### config.mk
export PLATFORM = sky130hd
export DESIGN_NAME = aux_readout
export DESIGN_NICKNAME = d
export VERILOG_FILES = /design/src/common/aux_pkg.sv /design/src/common/aux_sar_if.sv /design/src/hw/aux_readout.sv /design/src/hw/aux_sar.sv
export VERILOG_INCLUDE_DIRS = /design/src /design/src/common
export SDC_FILE = /design/constraint.sdc
export NUM_CORES = 1
export LEC_CHECK = 0
export BUFFER_PORTS_ARGS = -buffer_cell sky130_fd_sc_hd__buf_4
export CORE_MARGIN = 2
export CORE_UTILIZATION = 25
export CTS_BUF_LIST = sky130_fd_sc_hd__clkbuf_4 sky130_fd_sc_hd__clkbuf_8 sky130_fd_sc_hd__clkbuf_16
export CTS_CLUSTER_SIZE = 8
export DETAILED_ROUTE_END_ITERATION = 8
export GPL_ROUTABILITY_DRIVEN = 0
export PLACE_DENSITY = 0.46
export SETUP_SLACK_MARGIN = 0.4
export SYNTH_ARGS = -nofsm -noshare
export SYNTH_HDL_FRONTEND = slang
export SYNTH_SLANG_ARGS = --single-unit
### constraint.sdc
create_clock -name clock -period 13.1 [get_ports clock]
set_clock_uncertainty 0.05 [all_clocks]
set_input_delay 0.655 -clock clock [delete_from_list [all_inputs] [get_ports clock]]
set_output_delay 0.655 -clock clock [all_outputs]
set_load 0.02 [all_outputs]
### src/common/aux_params.svh
`ifndef AUX_PARAMS_SVH
`define AUX_PARAMS_SVH

// Converter shape
`define AUX_SAR_BITS        11
`define AUX_RESULT_W        16
`define AUX_PHASES          12
`define AUX_TICK_W          17
`define AUX_CONV_CNT_W      21

// Command stream
`define AUX_CMD_READ        8'h14
`define AUX_CFG_DEFAULT     4'hC
`define AUX_ATT_DEFAULT     4'hC
`define AUX_CH_TEMP         4
`define AUX_CH_SUPPLY       3
`define AUX_CH_PIN          2
`define AUX_CH_ZERO_MSB     7
`define AUX_CH_ZERO_LSB     5

// Reply stream
`define AUX_CTS_DONE        8'hFF
`define AUX_CTS_BUSY        8'h00
`define AUX_REPLY_LAST      4'h8

// Low-supply threshold: 3*result < BASE + STEP*code
`define AUX_LSD_TH_W        5
`define AUX_LSD_BASE        18'h00780
`define AUX_LSD_STEP        18'h00040
`define AUX_LSD_CHECK_BIT   8
`define AUX_LSD_GPIO_BIT    9

// Interrupt bits
`define AUX_INT_DONE        0
`define AUX_INT_LOW         1
`define AUX_INT_W           2

// Register byte offsets
`define AUX_REG_CMD         8'h00
`define AUX_REG_CTS         8'h04
`define AUX_REG_PIN         8'h08
`define AUX_REG_SUPPLY      8'h0C
`define AUX_REG_TEMP        8'h10
`define AUX_REG_RSVD        8'h14
`define AUX_REG_REPLY       8'h18
`define AUX_REG_LSD_CFG     8'h20
`define AUX_REG_INT_STAT    8'h24
`define AUX_REG_INT_CLR     8'h28
`define AUX_REG_INT_EN      8'h2C

`endif

### src/common/aux_pkg.sv
`default_nettype none

package aux_pkg;

    typedef enum logic [4:0] {
        AUX_ST_IDLE   = 5'b00001,
        AUX_ST_PIN    = 5'b00010,
        AUX_ST_SUPPLY = 5'b00100,
        AUX_ST_TEMP   = 5'b01000,
        AUX_ST_LSD    = 5'b10000
    } aux_state_e;

    typedef enum logic [1:0] {
        AUX_CHAN_PIN    = 2'h0,
        AUX_CHAN_SUPPLY = 2'h1,
        AUX_CHAN_TEMP   = 2'h2
    } aux_chan_e;

endpackage : aux_pkg

`default_nettype wire

### src/common/aux_sar_if.sv
`include "aux_params.svh"
`default_nettype none

interface aux_sar_if;
    logic                       start;
    logic [3:0]                 time_code;
    logic                       done;
    logic [`AUX_SAR_BITS-1:0]   result;

    modport ctrl (output start, output time_code, input done, input result);
    modport conv (input start, input time_code, output done, output result);
endinterface : aux_sar_if

`default_nettype wire

### src/hw/aux_readout.sv
// What this block does
// - Command 0x14 plus two bytes starts conversions
// - Channel byte: zeros, temp, supply, pin, select
// - Disabled channel skipped, result reads zero
// - Temperature channel converted into 16-bit result
// - Supply channel converted into 16-bit result
// - Pin select picks one of four pins
// - Time code sets conversion length; zero byte defaults
// - Low nibble sets pin attenuation, default 0xC
// - Reply: ready byte, pin, supply, temp, two reserved
// - Eleven converted bits in each result
// - Supply check only at enabled timer expiry
// - Threshold 1.5 V plus 50 mV steps
// - Low supply reported on interrupt or pin
// - Shutdown pin high resets everything
// - Interrupt pin low while enabled event stands
//
// The implementer's own choices: the address map and the AHB-Lite slave port.
`include "aux_params.svh"
`default_nettype none

module aux_readout #(
    parameter int ADDR_W = 8
) (
    input  wire logic               clock,
    input  wire logic               rst_n,
    input  wire logic               clk_en,
    input  wire logic               shutdown_pin,
    input  wire logic               hsel,
    input  wire logic [31:0]        haddr,
    input  wire logic [1:0]         htrans,
    input  wire logic               hwrite,
    input  wire logic [2:0]         hsize,
    input  wire logic [31:0]        hwdata,
    input  wire logic               hready,
    output logic                    hreadyout,
    output logic                    hresp,
    output logic [31:0]             hrdata,
    input  wire logic               cmp_pin,
    output logic [`AUX_SAR_BITS-1:0] dac_code,
    output aux_pkg::aux_chan_e      analog_chan,
    output logic [1:0]              pin_sel,
    output logic [3:0]              pin_attenuation_code,
    input  wire logic               wakeup_timer_on,
    input  wire logic               wakeup_expire,
    output logic                    low_supply_pin,
    output logic                    interrupt_out_n
);

    aux_sar_if sar_bus ();

    // Shutdown high acts as reset; the host keeps it low otherwise
    wire areset_n = rst_n & ~shutdown_pin;

    aux_sar #(
        .BITS       (`AUX_SAR_BITS)
    ) u_sar (
        .clock      (clock),
        .rst_n      (areset_n),
        .clk_en     (clk_en),
        .cmp_pin    (cmp_pin),
        .dac_code   (dac_code),
        .sar        (sar_bus.conv)
    );

    aux_pkg::aux_state_e            st;
    logic                           launched;
    logic [7:0]                     chan_byte;
    logic [3:0]                     conversion_time_code;
    logic [`AUX_RESULT_W-1:0]       pin_res;
    logic [`AUX_RESULT_W-1:0]       supply_res;
    logic [`AUX_RESULT_W-1:0]       temp_res;
    logic [3:0]                     reply_idx;
    logic [`AUX_LSD_TH_W-1:0]       low_supply_threshold;
    logic                           wakeup_supply_check_on;
    logic                           low_supply_to_pin;
    logic                           lsd_pending;
    logic [`AUX_INT_W-1:0]          int_status;
    logic [`AUX_INT_W-1:0]          int_enable;
    logic                           dp_write;
    logic [ADDR_W-1:0]              dp_addr;
    logic                           cmd_done_pulse;
    logic                           lsd_low_pulse;
    logic [7:0]                     new_cfg_q;

    // Bus: zero wait states while enabled; a frozen block stalls the bus
    assign hreadyout = clk_en;
    assign hresp     = 1'b0;

    wire              ahb_go    = hsel && htrans[1] && hready;
    wire              ahb_rd    = ahb_go && !hwrite;
    wire [ADDR_W-1:0] a_addr    = haddr[ADDR_W-1:0];
    wire              wr_cmd    = dp_write && dp_addr == `AUX_REG_CMD;
    wire              wr_lsd    = dp_write && dp_addr == `AUX_REG_LSD_CFG;
    wire              wr_clr    = dp_write && dp_addr == `AUX_REG_INT_CLR;
    wire              wr_en     = dp_write && dp_addr == `AUX_REG_INT_EN;
    wire              rd_reply  = ahb_rd && a_addr == `AUX_REG_REPLY;

    // Command decode
    wire              cmd_ok    = hwdata[7:0] == `AUX_CMD_READ;
    wire              cmd_take  = wr_cmd && cmd_ok && st == aux_pkg::AUX_ST_IDLE;
    wire [7:0]        new_chan  = hwdata[15:8];
    wire [7:0]        new_cfg   = hwdata[23:16];
    wire              cfg_zero  = new_cfg == 8'h00;
    wire [3:0]        new_code  = cfg_zero ? `AUX_CFG_DEFAULT : new_cfg[7:4];
    wire [3:0]        new_att   = cfg_zero ? `AUX_ATT_DEFAULT : new_cfg[3:0];
    wire              busy      = st != aux_pkg::AUX_ST_IDLE && st != aux_pkg::AUX_ST_LSD;
    wire [7:0]        cts       = (busy || cmd_take) ? `AUX_CTS_BUSY : `AUX_CTS_DONE;

    // Channel enables; upper three bits must be zero
    wire              pin_on    = chan_byte[`AUX_CH_PIN];
    wire              supply_on = chan_byte[`AUX_CH_SUPPLY];
    wire              temp_on   = chan_byte[`AUX_CH_TEMP];
    wire              cur_on    = (st == aux_pkg::AUX_ST_PIN && pin_on) ||
                                  (st == aux_pkg::AUX_ST_SUPPLY && supply_on) ||
                                  (st == aux_pkg::AUX_ST_TEMP && temp_on) ||
                                  st == aux_pkg::AUX_ST_LSD;
    wire [`AUX_RESULT_W-1:0] conv_res = {{(`AUX_RESULT_W-`AUX_SAR_BITS){1'b0}},
                                          sar_bus.result};

    // Analog mux follows the sequencer
    assign analog_chan = (st == aux_pkg::AUX_ST_TEMP) ? aux_pkg::AUX_CHAN_TEMP :
                         (st == aux_pkg::AUX_ST_PIN)  ? aux_pkg::AUX_CHAN_PIN :
                                                        aux_pkg::AUX_CHAN_SUPPLY;
    assign pin_sel     = chan_byte[1:0];

    // Low-supply compare: 3*r < 1920 + 64*n, exact in result units
    wire [17:0] supply_x3 = {2'b00, conv_res} + {1'b0, conv_res, 1'b0};
    wire [17:0] th_units  = `AUX_LSD_BASE + `AUX_LSD_STEP * 18'(low_supply_threshold);
    wire        is_low    = supply_x3 < th_units;
    wire        lsd_trig  = wakeup_expire && wakeup_timer_on && wakeup_supply_check_on;

    function automatic logic [7:0] reply_byte(input logic [3:0] idx);
        unique case (idx)
            4'h0:    reply_byte = cts;
            4'h1:    reply_byte = pin_res[15:8];
            4'h2:    reply_byte = pin_res[7:0];
            4'h3:    reply_byte = supply_res[15:8];
            4'h4:    reply_byte = supply_res[7:0];
            4'h5:    reply_byte = temp_res[15:8];
            4'h6:    reply_byte = temp_res[7:0];
            default: reply_byte = 8'h00;
        endcase
    endfunction

    wire [31:0] rd_mux =
        (a_addr == `AUX_REG_CMD)      ? {8'h00, new_cfg_q, chan_byte, `AUX_CMD_READ} :
        (a_addr == `AUX_REG_CTS)      ? {24'h000000, cts} :
        (a_addr == `AUX_REG_PIN)      ? {16'h0000, pin_res} :
        (a_addr == `AUX_REG_SUPPLY)   ? {16'h0000, supply_res} :
        (a_addr == `AUX_REG_TEMP)     ? {16'h0000, temp_res} :
        (a_addr == `AUX_REG_REPLY)    ? {24'h000000, reply_byte(busy ? 4'h0 : reply_idx)} :
        (a_addr == `AUX_REG_LSD_CFG)  ? {22'h000000, low_supply_to_pin,
                                         wakeup_supply_check_on, 3'h0, low_supply_threshold} :
        (a_addr == `AUX_REG_INT_STAT) ? {30'h00000000, int_status} :
        (a_addr == `AUX_REG_INT_EN)   ? {30'h00000000, int_enable} :
                                        32'h00000000;

    assign new_cfg_q           = {conversion_time_code, pin_attenuation_code};
    assign sar_bus.time_code   = conversion_time_code;

    always_ff @(posedge clock or negedge areset_n)
    begin
        if (!areset_n)
        begin
            dp_write <= 1'b0;
            dp_addr  <= '0;
            hrdata   <= 32'h00000000;
        end
        else if (clk_en)
        begin
            dp_write <= ahb_go && hwrite;
            dp_addr  <= a_addr;
            if (ahb_rd)
                hrdata <= rd_mux;
        end
    end

    // Reply walk: stays on the ready byte while busy so the host can retry
    always_ff @(posedge clock or negedge areset_n)
    begin
        if (!areset_n)
            reply_idx <= 4'h0;
        else if (clk_en)
        begin
            if (cmd_take)
                reply_idx <= 4'h0;
            else if (rd_reply && !busy)
                reply_idx <= (reply_idx == `AUX_REPLY_LAST) ? 4'h0 : reply_idx + 4'h1;
        end
    end

    // Sequencer: pin, supply, temperature; supply checks run when idle
    always_ff @(posedge clock or negedge areset_n)
    begin
        if (!areset_n)
        begin
            st                   <= aux_pkg::AUX_ST_IDLE;
            launched             <= 1'b0;
            sar_bus.start        <= 1'b0;
            chan_byte            <= 8'h00;
            conversion_time_code <= `AUX_CFG_DEFAULT;
            pin_attenuation_code <= `AUX_ATT_DEFAULT;
            pin_res              <= '0;
            supply_res           <= '0;
            temp_res             <= '0;
            cmd_done_pulse       <= 1'b0;
            lsd_low_pulse        <= 1'b0;
            low_supply_pin       <= 1'b0;
        end
        else if (clk_en)
        begin
            sar_bus.start  <= 1'b0;
            cmd_done_pulse <= 1'b0;
            lsd_low_pulse  <= 1'b0;
            unique case (st)
                aux_pkg::AUX_ST_IDLE:
                begin
                    if (cmd_take)
                    begin
                        chan_byte            <= new_chan;
                        conversion_time_code <= new_code;
                        pin_attenuation_code <= new_att;
                        st                   <= aux_pkg::AUX_ST_PIN;
                    end
                    else if (lsd_pending)
                    begin
                        // Check reuses the last command's time code to stay short
                        st <= aux_pkg::AUX_ST_LSD;
                    end
                end
                default:
                begin
                    if (!cur_on)
                    begin
                        // Skipped channel reads back as zero
                        unique case (st)
                            aux_pkg::AUX_ST_PIN:    pin_res    <= '0;
                            aux_pkg::AUX_ST_SUPPLY: supply_res <= '0;
                            default:                temp_res   <= '0;
                        endcase
                        st <= next_state(st);
                    end
                    else if (!launched)
                    begin
                        sar_bus.start <= 1'b1;
                        launched      <= 1'b1;
                    end
                    else if (sar_bus.done)
                    begin
                        launched <= 1'b0;
                        unique case (st)
                            aux_pkg::AUX_ST_PIN:    pin_res    <= conv_res;
                            aux_pkg::AUX_ST_SUPPLY: supply_res <= conv_res;
                            aux_pkg::AUX_ST_TEMP:   temp_res   <= conv_res;
                            default:
                            begin
                                if (low_supply_to_pin)
                                    low_supply_pin <= is_low;
                                else
                                    lsd_low_pulse  <= is_low;
                            end
                        endcase
                        cmd_done_pulse <= st == aux_pkg::AUX_ST_TEMP;
                        st             <= next_state(st);
                    end
                end
            endcase
            if (st == aux_pkg::AUX_ST_TEMP && !temp_on)
                cmd_done_pulse <= 1'b1;
        end
    end

    function automatic aux_pkg::aux_state_e next_state(input aux_pkg::aux_state_e s);
        unique case (s)
            aux_pkg::AUX_ST_PIN:    next_state = aux_pkg::AUX_ST_SUPPLY;
            aux_pkg::AUX_ST_SUPPLY: next_state = aux_pkg::AUX_ST_TEMP;
            default:                next_state = aux_pkg::AUX_ST_IDLE;
        endcase
    endfunction

    // Low-supply config and pending check; a new expiry wins over the take
    always_ff @(posedge clock or negedge areset_n)
    begin
        if (!areset_n)
        begin
            low_supply_threshold   <= '0;
            wakeup_supply_check_on <= 1'b0;
            low_supply_to_pin      <= 1'b0;
            lsd_pending            <= 1'b0;
        end
        else if (clk_en)
        begin
            if (wr_lsd)
            begin
                low_supply_threshold   <= hwdata[`AUX_LSD_TH_W-1:0];
                wakeup_supply_check_on <= hwdata[`AUX_LSD_CHECK_BIT];
                low_supply_to_pin      <= hwdata[`AUX_LSD_GPIO_BIT];
            end
            if (lsd_trig)
                lsd_pending <= 1'b1;
            else if (st == aux_pkg::AUX_ST_IDLE && !cmd_take)
                lsd_pending <= 1'b0;
        end
    end

    // Interrupts: sticky status, set wins over clear
    wire [`AUX_INT_W-1:0] int_set = {lsd_low_pulse, cmd_done_pulse};

    always_ff @(posedge clock or negedge areset_n)
    begin
        if (!areset_n)
        begin
            int_status <= '0;
            int_enable <= '0;
        end
        else if (clk_en)
        begin
            int_status <= (int_status & ~(wr_clr ? hwdata[`AUX_INT_W-1:0] : '0)) | int_set;
            if (wr_en)
                int_enable <= hwdata[`AUX_INT_W-1:0];
        end
    end

    assign interrupt_out_n = ~|(int_status & int_enable);
endmodule // aux_readout

`default_nettype wire

### src/hw/aux_sar.sv
`include "aux_params.svh"
`default_nettype none

module aux_sar #(
    parameter int BITS = `AUX_SAR_BITS
) (
    input  wire logic               clock,
    input  wire logic               rst_n,
    input  wire logic               clk_en,
    input  wire logic               cmp_pin,
    output logic [BITS-1:0]         dac_code,
    aux_sar_if.conv                 sar
);

    logic                           cmp_meta;
    logic                           cmp_sync;
    logic [`AUX_TICK_W-1:0]         tick;
    logic [3:0]                     bit_idx;
    logic                           busy;
    logic                           sampling;
    logic [`AUX_CONV_CNT_W-1:0]     conv_cnt;

    // One sample phase then one phase per bit, each 2^(code+1) clocks
    // Code 0 phases are shorter than the comparator sync delay, so resolution drops
    wire [`AUX_TICK_W-1:0] step_last = (`AUX_TICK_W'(2) << sar.time_code) - `AUX_TICK_W'(1);
    wire                   step_end  = busy && (tick == step_last);

    always_ff @(posedge clock or negedge rst_n)
    begin
        if (!rst_n)
        begin
            cmp_meta <= 1'b0;
            cmp_sync <= 1'b0;
        end
        else if (clk_en)
        begin
            cmp_meta <= cmp_pin;
            cmp_sync <= cmp_meta;
        end
    end

    always_ff @(posedge clock or negedge rst_n)
    begin
        if (!rst_n)
        begin
            busy       <= 1'b0;
            sampling   <= 1'b0;
            tick       <= '0;
            bit_idx    <= '0;
            dac_code   <= '0;
            sar.done   <= 1'b0;
            sar.result <= '0;
        end
        else if (clk_en)
        begin
            sar.done <= 1'b0;
            tick     <= step_end ? '0 : tick + `AUX_TICK_W'(1);
            if (sar.start && !busy)
            begin
                busy     <= 1'b1;
                sampling <= 1'b1;
                tick     <= '0;
                bit_idx  <= 4'(BITS - 1);
                dac_code <= '0;
            end
            else if (step_end && sampling)
            begin
                sampling          <= 1'b0;
                dac_code[bit_idx] <= 1'b1;
            end
            else if (step_end)
            begin
                // Keep the trial bit while the input stands above the trial level
                dac_code[bit_idx] <= cmp_sync;
                if (bit_idx != 4'h0)
                begin
                    dac_code[bit_idx - 4'h1] <= 1'b1;
                    bit_idx                  <= bit_idx - 4'h1;
                end
                else
                begin
                    busy       <= 1'b0;
                    sar.done   <= 1'b1;
                    sar.result <= {dac_code[BITS-1:1], cmp_sync};
                end
            end
        end
    end

    // Helper count for the conversion-time check
    always_ff @(posedge clock or negedge rst_n)
    begin
        if (!rst_n)
            conv_cnt <= '0;
        else if (clk_en)
            conv_cnt <= (sar.start && !busy) ? '0 : conv_cnt + `AUX_CONV_CNT_W'(1);
    end
endmodule // aux_sar

`default_nettype wire

==> run_results.csv <==
group,metric,value,unit
clock_tree,clk_pin_slew,0.08,ns
clock_tree,clockBufferDepth,2,
place,pre_cts_slack,8.69,ns
power,comb_power_share,0.194,
floorplan,die_h,195,um
synthesis,yosysTopAreaCell,"dfrtp_1",
sta,rsz0062_at_grt,"no",
sta,finalSetupTns,0,ns
synthesis,ys_seq_area_frac,0.431,
synthesis,avgSynthCellArea,9.85,sq um
clock_tree,cts_root_buffer,"clkbuf_16",
synthesis,synth-edff-count,0,
setup_path,slowest_delay,0.79,ns
detailed_routing,viasPerCell,5.06,
clock_tree,cts_buffers,17,
sta,hold_viol,0,
setup_path,critPathRequiredTime,13.38,ns
floorplan,row_count,69,
floorplan,start_util,0.255,
status,status,"finished, final reports clean",
setup_path,r2r_slack,8.78,ns
detailed_routing,drt_iter0_markers,612,
min_path,holdCritPathClass,"primary input to flip-flop",
setup_path,worst_setup_path_start_kind,"flip-flop",
floorplan,die_w,195,um
clock_tree,cts_resized,0,
setup_path,crit_family,"compound AO/OA/AOI/OAI gates",
power,swShare,0.323,
setup_path,crit_top_cell,"a21oi_2",
global_route,overflow,0,
floorplan,core_area,0.0357,sq mm
detailed_routing,vias,7369,
synthesis,synthFlopType,"dfrtp_1",
finish,drive_gt1_frac,0.232,
sta,min_period,4.32,ns
power,leakage,4.89,nW
power,switchingPower,0.441,mW
setup_path,crit_path_max_fanout,22,
run,maxCapViolations,0,
global_route,antenna_found_initial,1,
synthesis,async_flop_share,1.00,
floorplan,die_area,0.0379,sq mm
clock_tree,cts_sinks,156,
setup_path,worst-setup-path-type,"flip-flop to flip-flop",
sta,finalMaxSlewViolations,0,
clock_tree,h-tree-depth,4,
detailed_routing,wl_per_cell,18.0,um
finish,final_nets,1086,
power,p_int,0.925,mW
place,dp.cells,1424,
setup_path,path_buf_inv,0,
floorplan,io_pins,134,
global_route,grt_use_total,0.141,
sta,setup_slack,8.78,ns
detailed_routing,drc_errors,0,
setup_path,cp-end-kind,"flip-flop",
setup_path,crit_slowest_cell,"dfrtp_1",
sta,hold_slack,0.391,ns
synthesis,synth_top_area_share,0.416,
synthesis,ys_types,81,
setup_path,cp_data_arrival_time,4.60,ns
detailed_routing,antenna_left,0,
synthesis,yosys_warnings,0,
sta,worstMarginPinSlew,1.11,ns
synthesis,syn_area,0.00908,sq mm
finish,final_common_cell,"dfrtp_1",
synthesis,ys_seq_elements,156,
clock_tree,clk_latency,0.44,ns
global_route,grt_max_degree,157,
place,post-dp-hpwl,18800,um
synthesis,synth_area_leaders,"dfrtp_1 (42%), mux2_2 (9.2%), nor2_1 (3.7%), ha_1 (3.4%), nand2_1 (3.0%)",
clock_tree,cts_tree,"yes",
power,fin_total_pwr,1.37,mW
setup_path,worstPathCellList,"nor2_1, nand3b_1, ha_1, nor4b_1, a221oi_1, xnor2_1, a21oi_2, nand4_4, a21oi_2, a21bo_1, a22o_1",
finish,layoutNonFillerInstCount,1457,
finish,layout_common_cells,"dfrtp_1 (151), buf_4 (95), nor2_1 (89), mux2_2 (74), nand2_1 (73)",
power,seqPwrFrac,0.411,
global_route,grt_pass1_wl,42200,um
sta,fmax,231,MHz
detailed_routing,drt_wl_total,26200,um
sta,slew-limit-headroom,0.250,
place,portBuffers,88,
clock_tree,cts-hold-fix-buffers,0,
sta,finalSetupViolCount,0,
clock_tree,cts_setup_buffers,0,
global_route,grt_pass1_vias,7201,
finish,area_growth,18.2,%
finish,nFillCells,3739,
power,power_density,127,mW/mm^2
synthesis,netlist_instances,922,
power,peakVddDrop,86.6,uV
sta,finalCritPeriodShare,0.330,
power,clockPowerShare,0.394,
detailed_routing,first_pass_iters,5,
[kinds of logic (layout without fill, tap and decap cells)]
family,count (synthesis),after routing,share of synthesized area
fa+ha+maj,25,25,0.0345
buf+inv,87,152,0.0462
other cells,1,10,0.000413
compound gates,209,209,0.163
xor+xnor,29,29,0.0280
flops,156,156,0.431
simple gates,326,326,0.183
mux,89,89,0.114
[Yosys cell counts, types with 6 or more instances]
cell,count
a211oi_1,9
a21o_1,8
a21oi_1,33
a221oi_1,11
a22o_1,20
a22oi_1,12
a31oi_1,17
and2_1,18
and3_1,9
buf_2,8
buf_4,16
clkbuf_1,35
dfrtp_1,151
ha_1,25
inv_1,23
mux2_2,74
mux2_4,8
mux2i_1,6
nand2_1,73
nand2b_1,7
nand3_1,32
nand4_1,11
nor2_1,89
nor2b_1,17
nor3_1,26
nor4_1,9
o211ai_1,6
o21ai_0,40
o2bb2ai_1,6
xnor2_1,17
xor2_1,12
[power groups by stage]
stage                     logic, mW  clock network [mW]  registers [mW]
after global placement        0.265                   0           0.572
after floorplan               0.193                   0           0.556
after detailed placement      0.266                   0           0.572
after CTS                     0.267               0.551           0.563
final                         0.265               0.539           0.562
after global routing          0.296               0.572           0.570
[path summary, 6_finish.rpt]
path | endpoint | startpoint | depth (start not counted)
setup / recovery | u_sar.dac_code[10]$_DFFE_PN0P_ | conversion_time_code[1]$_DFFE_PN0P_ | 11
hold / removal | chan_byte[6]$_DFFE_PN0P_ | hwdata[14] | 2
setup reg to reg | u_sar.dac_code[10]$_DFFE_PN0P_ | conversion_time_code[1]$_DFFE_PN0P_ | 11
max in group asynchronous | u_sar.tick[1]$_DFFE_PN0P_ | shutdown_pin | 3
hold reg to reg | hrdata[15]$_DFFE_PN0P_ | chan_byte[7]$_DFFE_PN0P_ | 1
min in group asynchronous | hrdata[7]$_DFFE_PN0P_ | rst_n | 3
[stage by stage]
stage / util / instance area (sq um)
after global routing: 0.301 / 10700
final: 0.301 / 10700
after detailed placement: 0.283 / 10100
after CTS: 0.301 / 10700
after global placement: 0.283 / 10100
after floorplan: - / 9110
[cell type report]
| type | count | area, sq um | share of cell area |
|---|---|---|---|
| Inverter | 24 | 90.1 | 0.00840 |
| Sequential cell | 156 | 3910 | 0.364 |
| Tap cell | 461 | 577 | 0.0538 |
| Timing Repair Buffer | 96 | 733 | 0.0683 |
| Clock inverter | 15 | 200 | 0.0187 |
| Antenna cell | 1 | 2.50 | 0.000233 |
| Multi-Input combinational cell | 687 | 4790 | 0.447 |
| Clock buffer | 17 | 425 | 0.0396 |
[layer usage]
metal | part of all wire | global-route usage | up-vias
li1 | - | - | 3486
met1 | 0.48 | 0.195 | 3700
met2 | 0.47 | 0.224 | 154
met3 | 0.036 | 0.0262 | 29
met4 | 0.020 | 0.0439 | 0
met5 | 0 | 0 | -
[flip-flops by register name (all words and copies together) (netlist names), 5 cells and up]
name	flops
supply_res	11
u_sar.dac_code	11
pin_res	11
u_sar.sar.result	11
hrdata	24
temp_res	11
chan_byte	8
low_supply_threshold	5
dp_addr	8
st	5
u_sar.tick	17
Note: power is estimated with default switching activity, not from simulation.
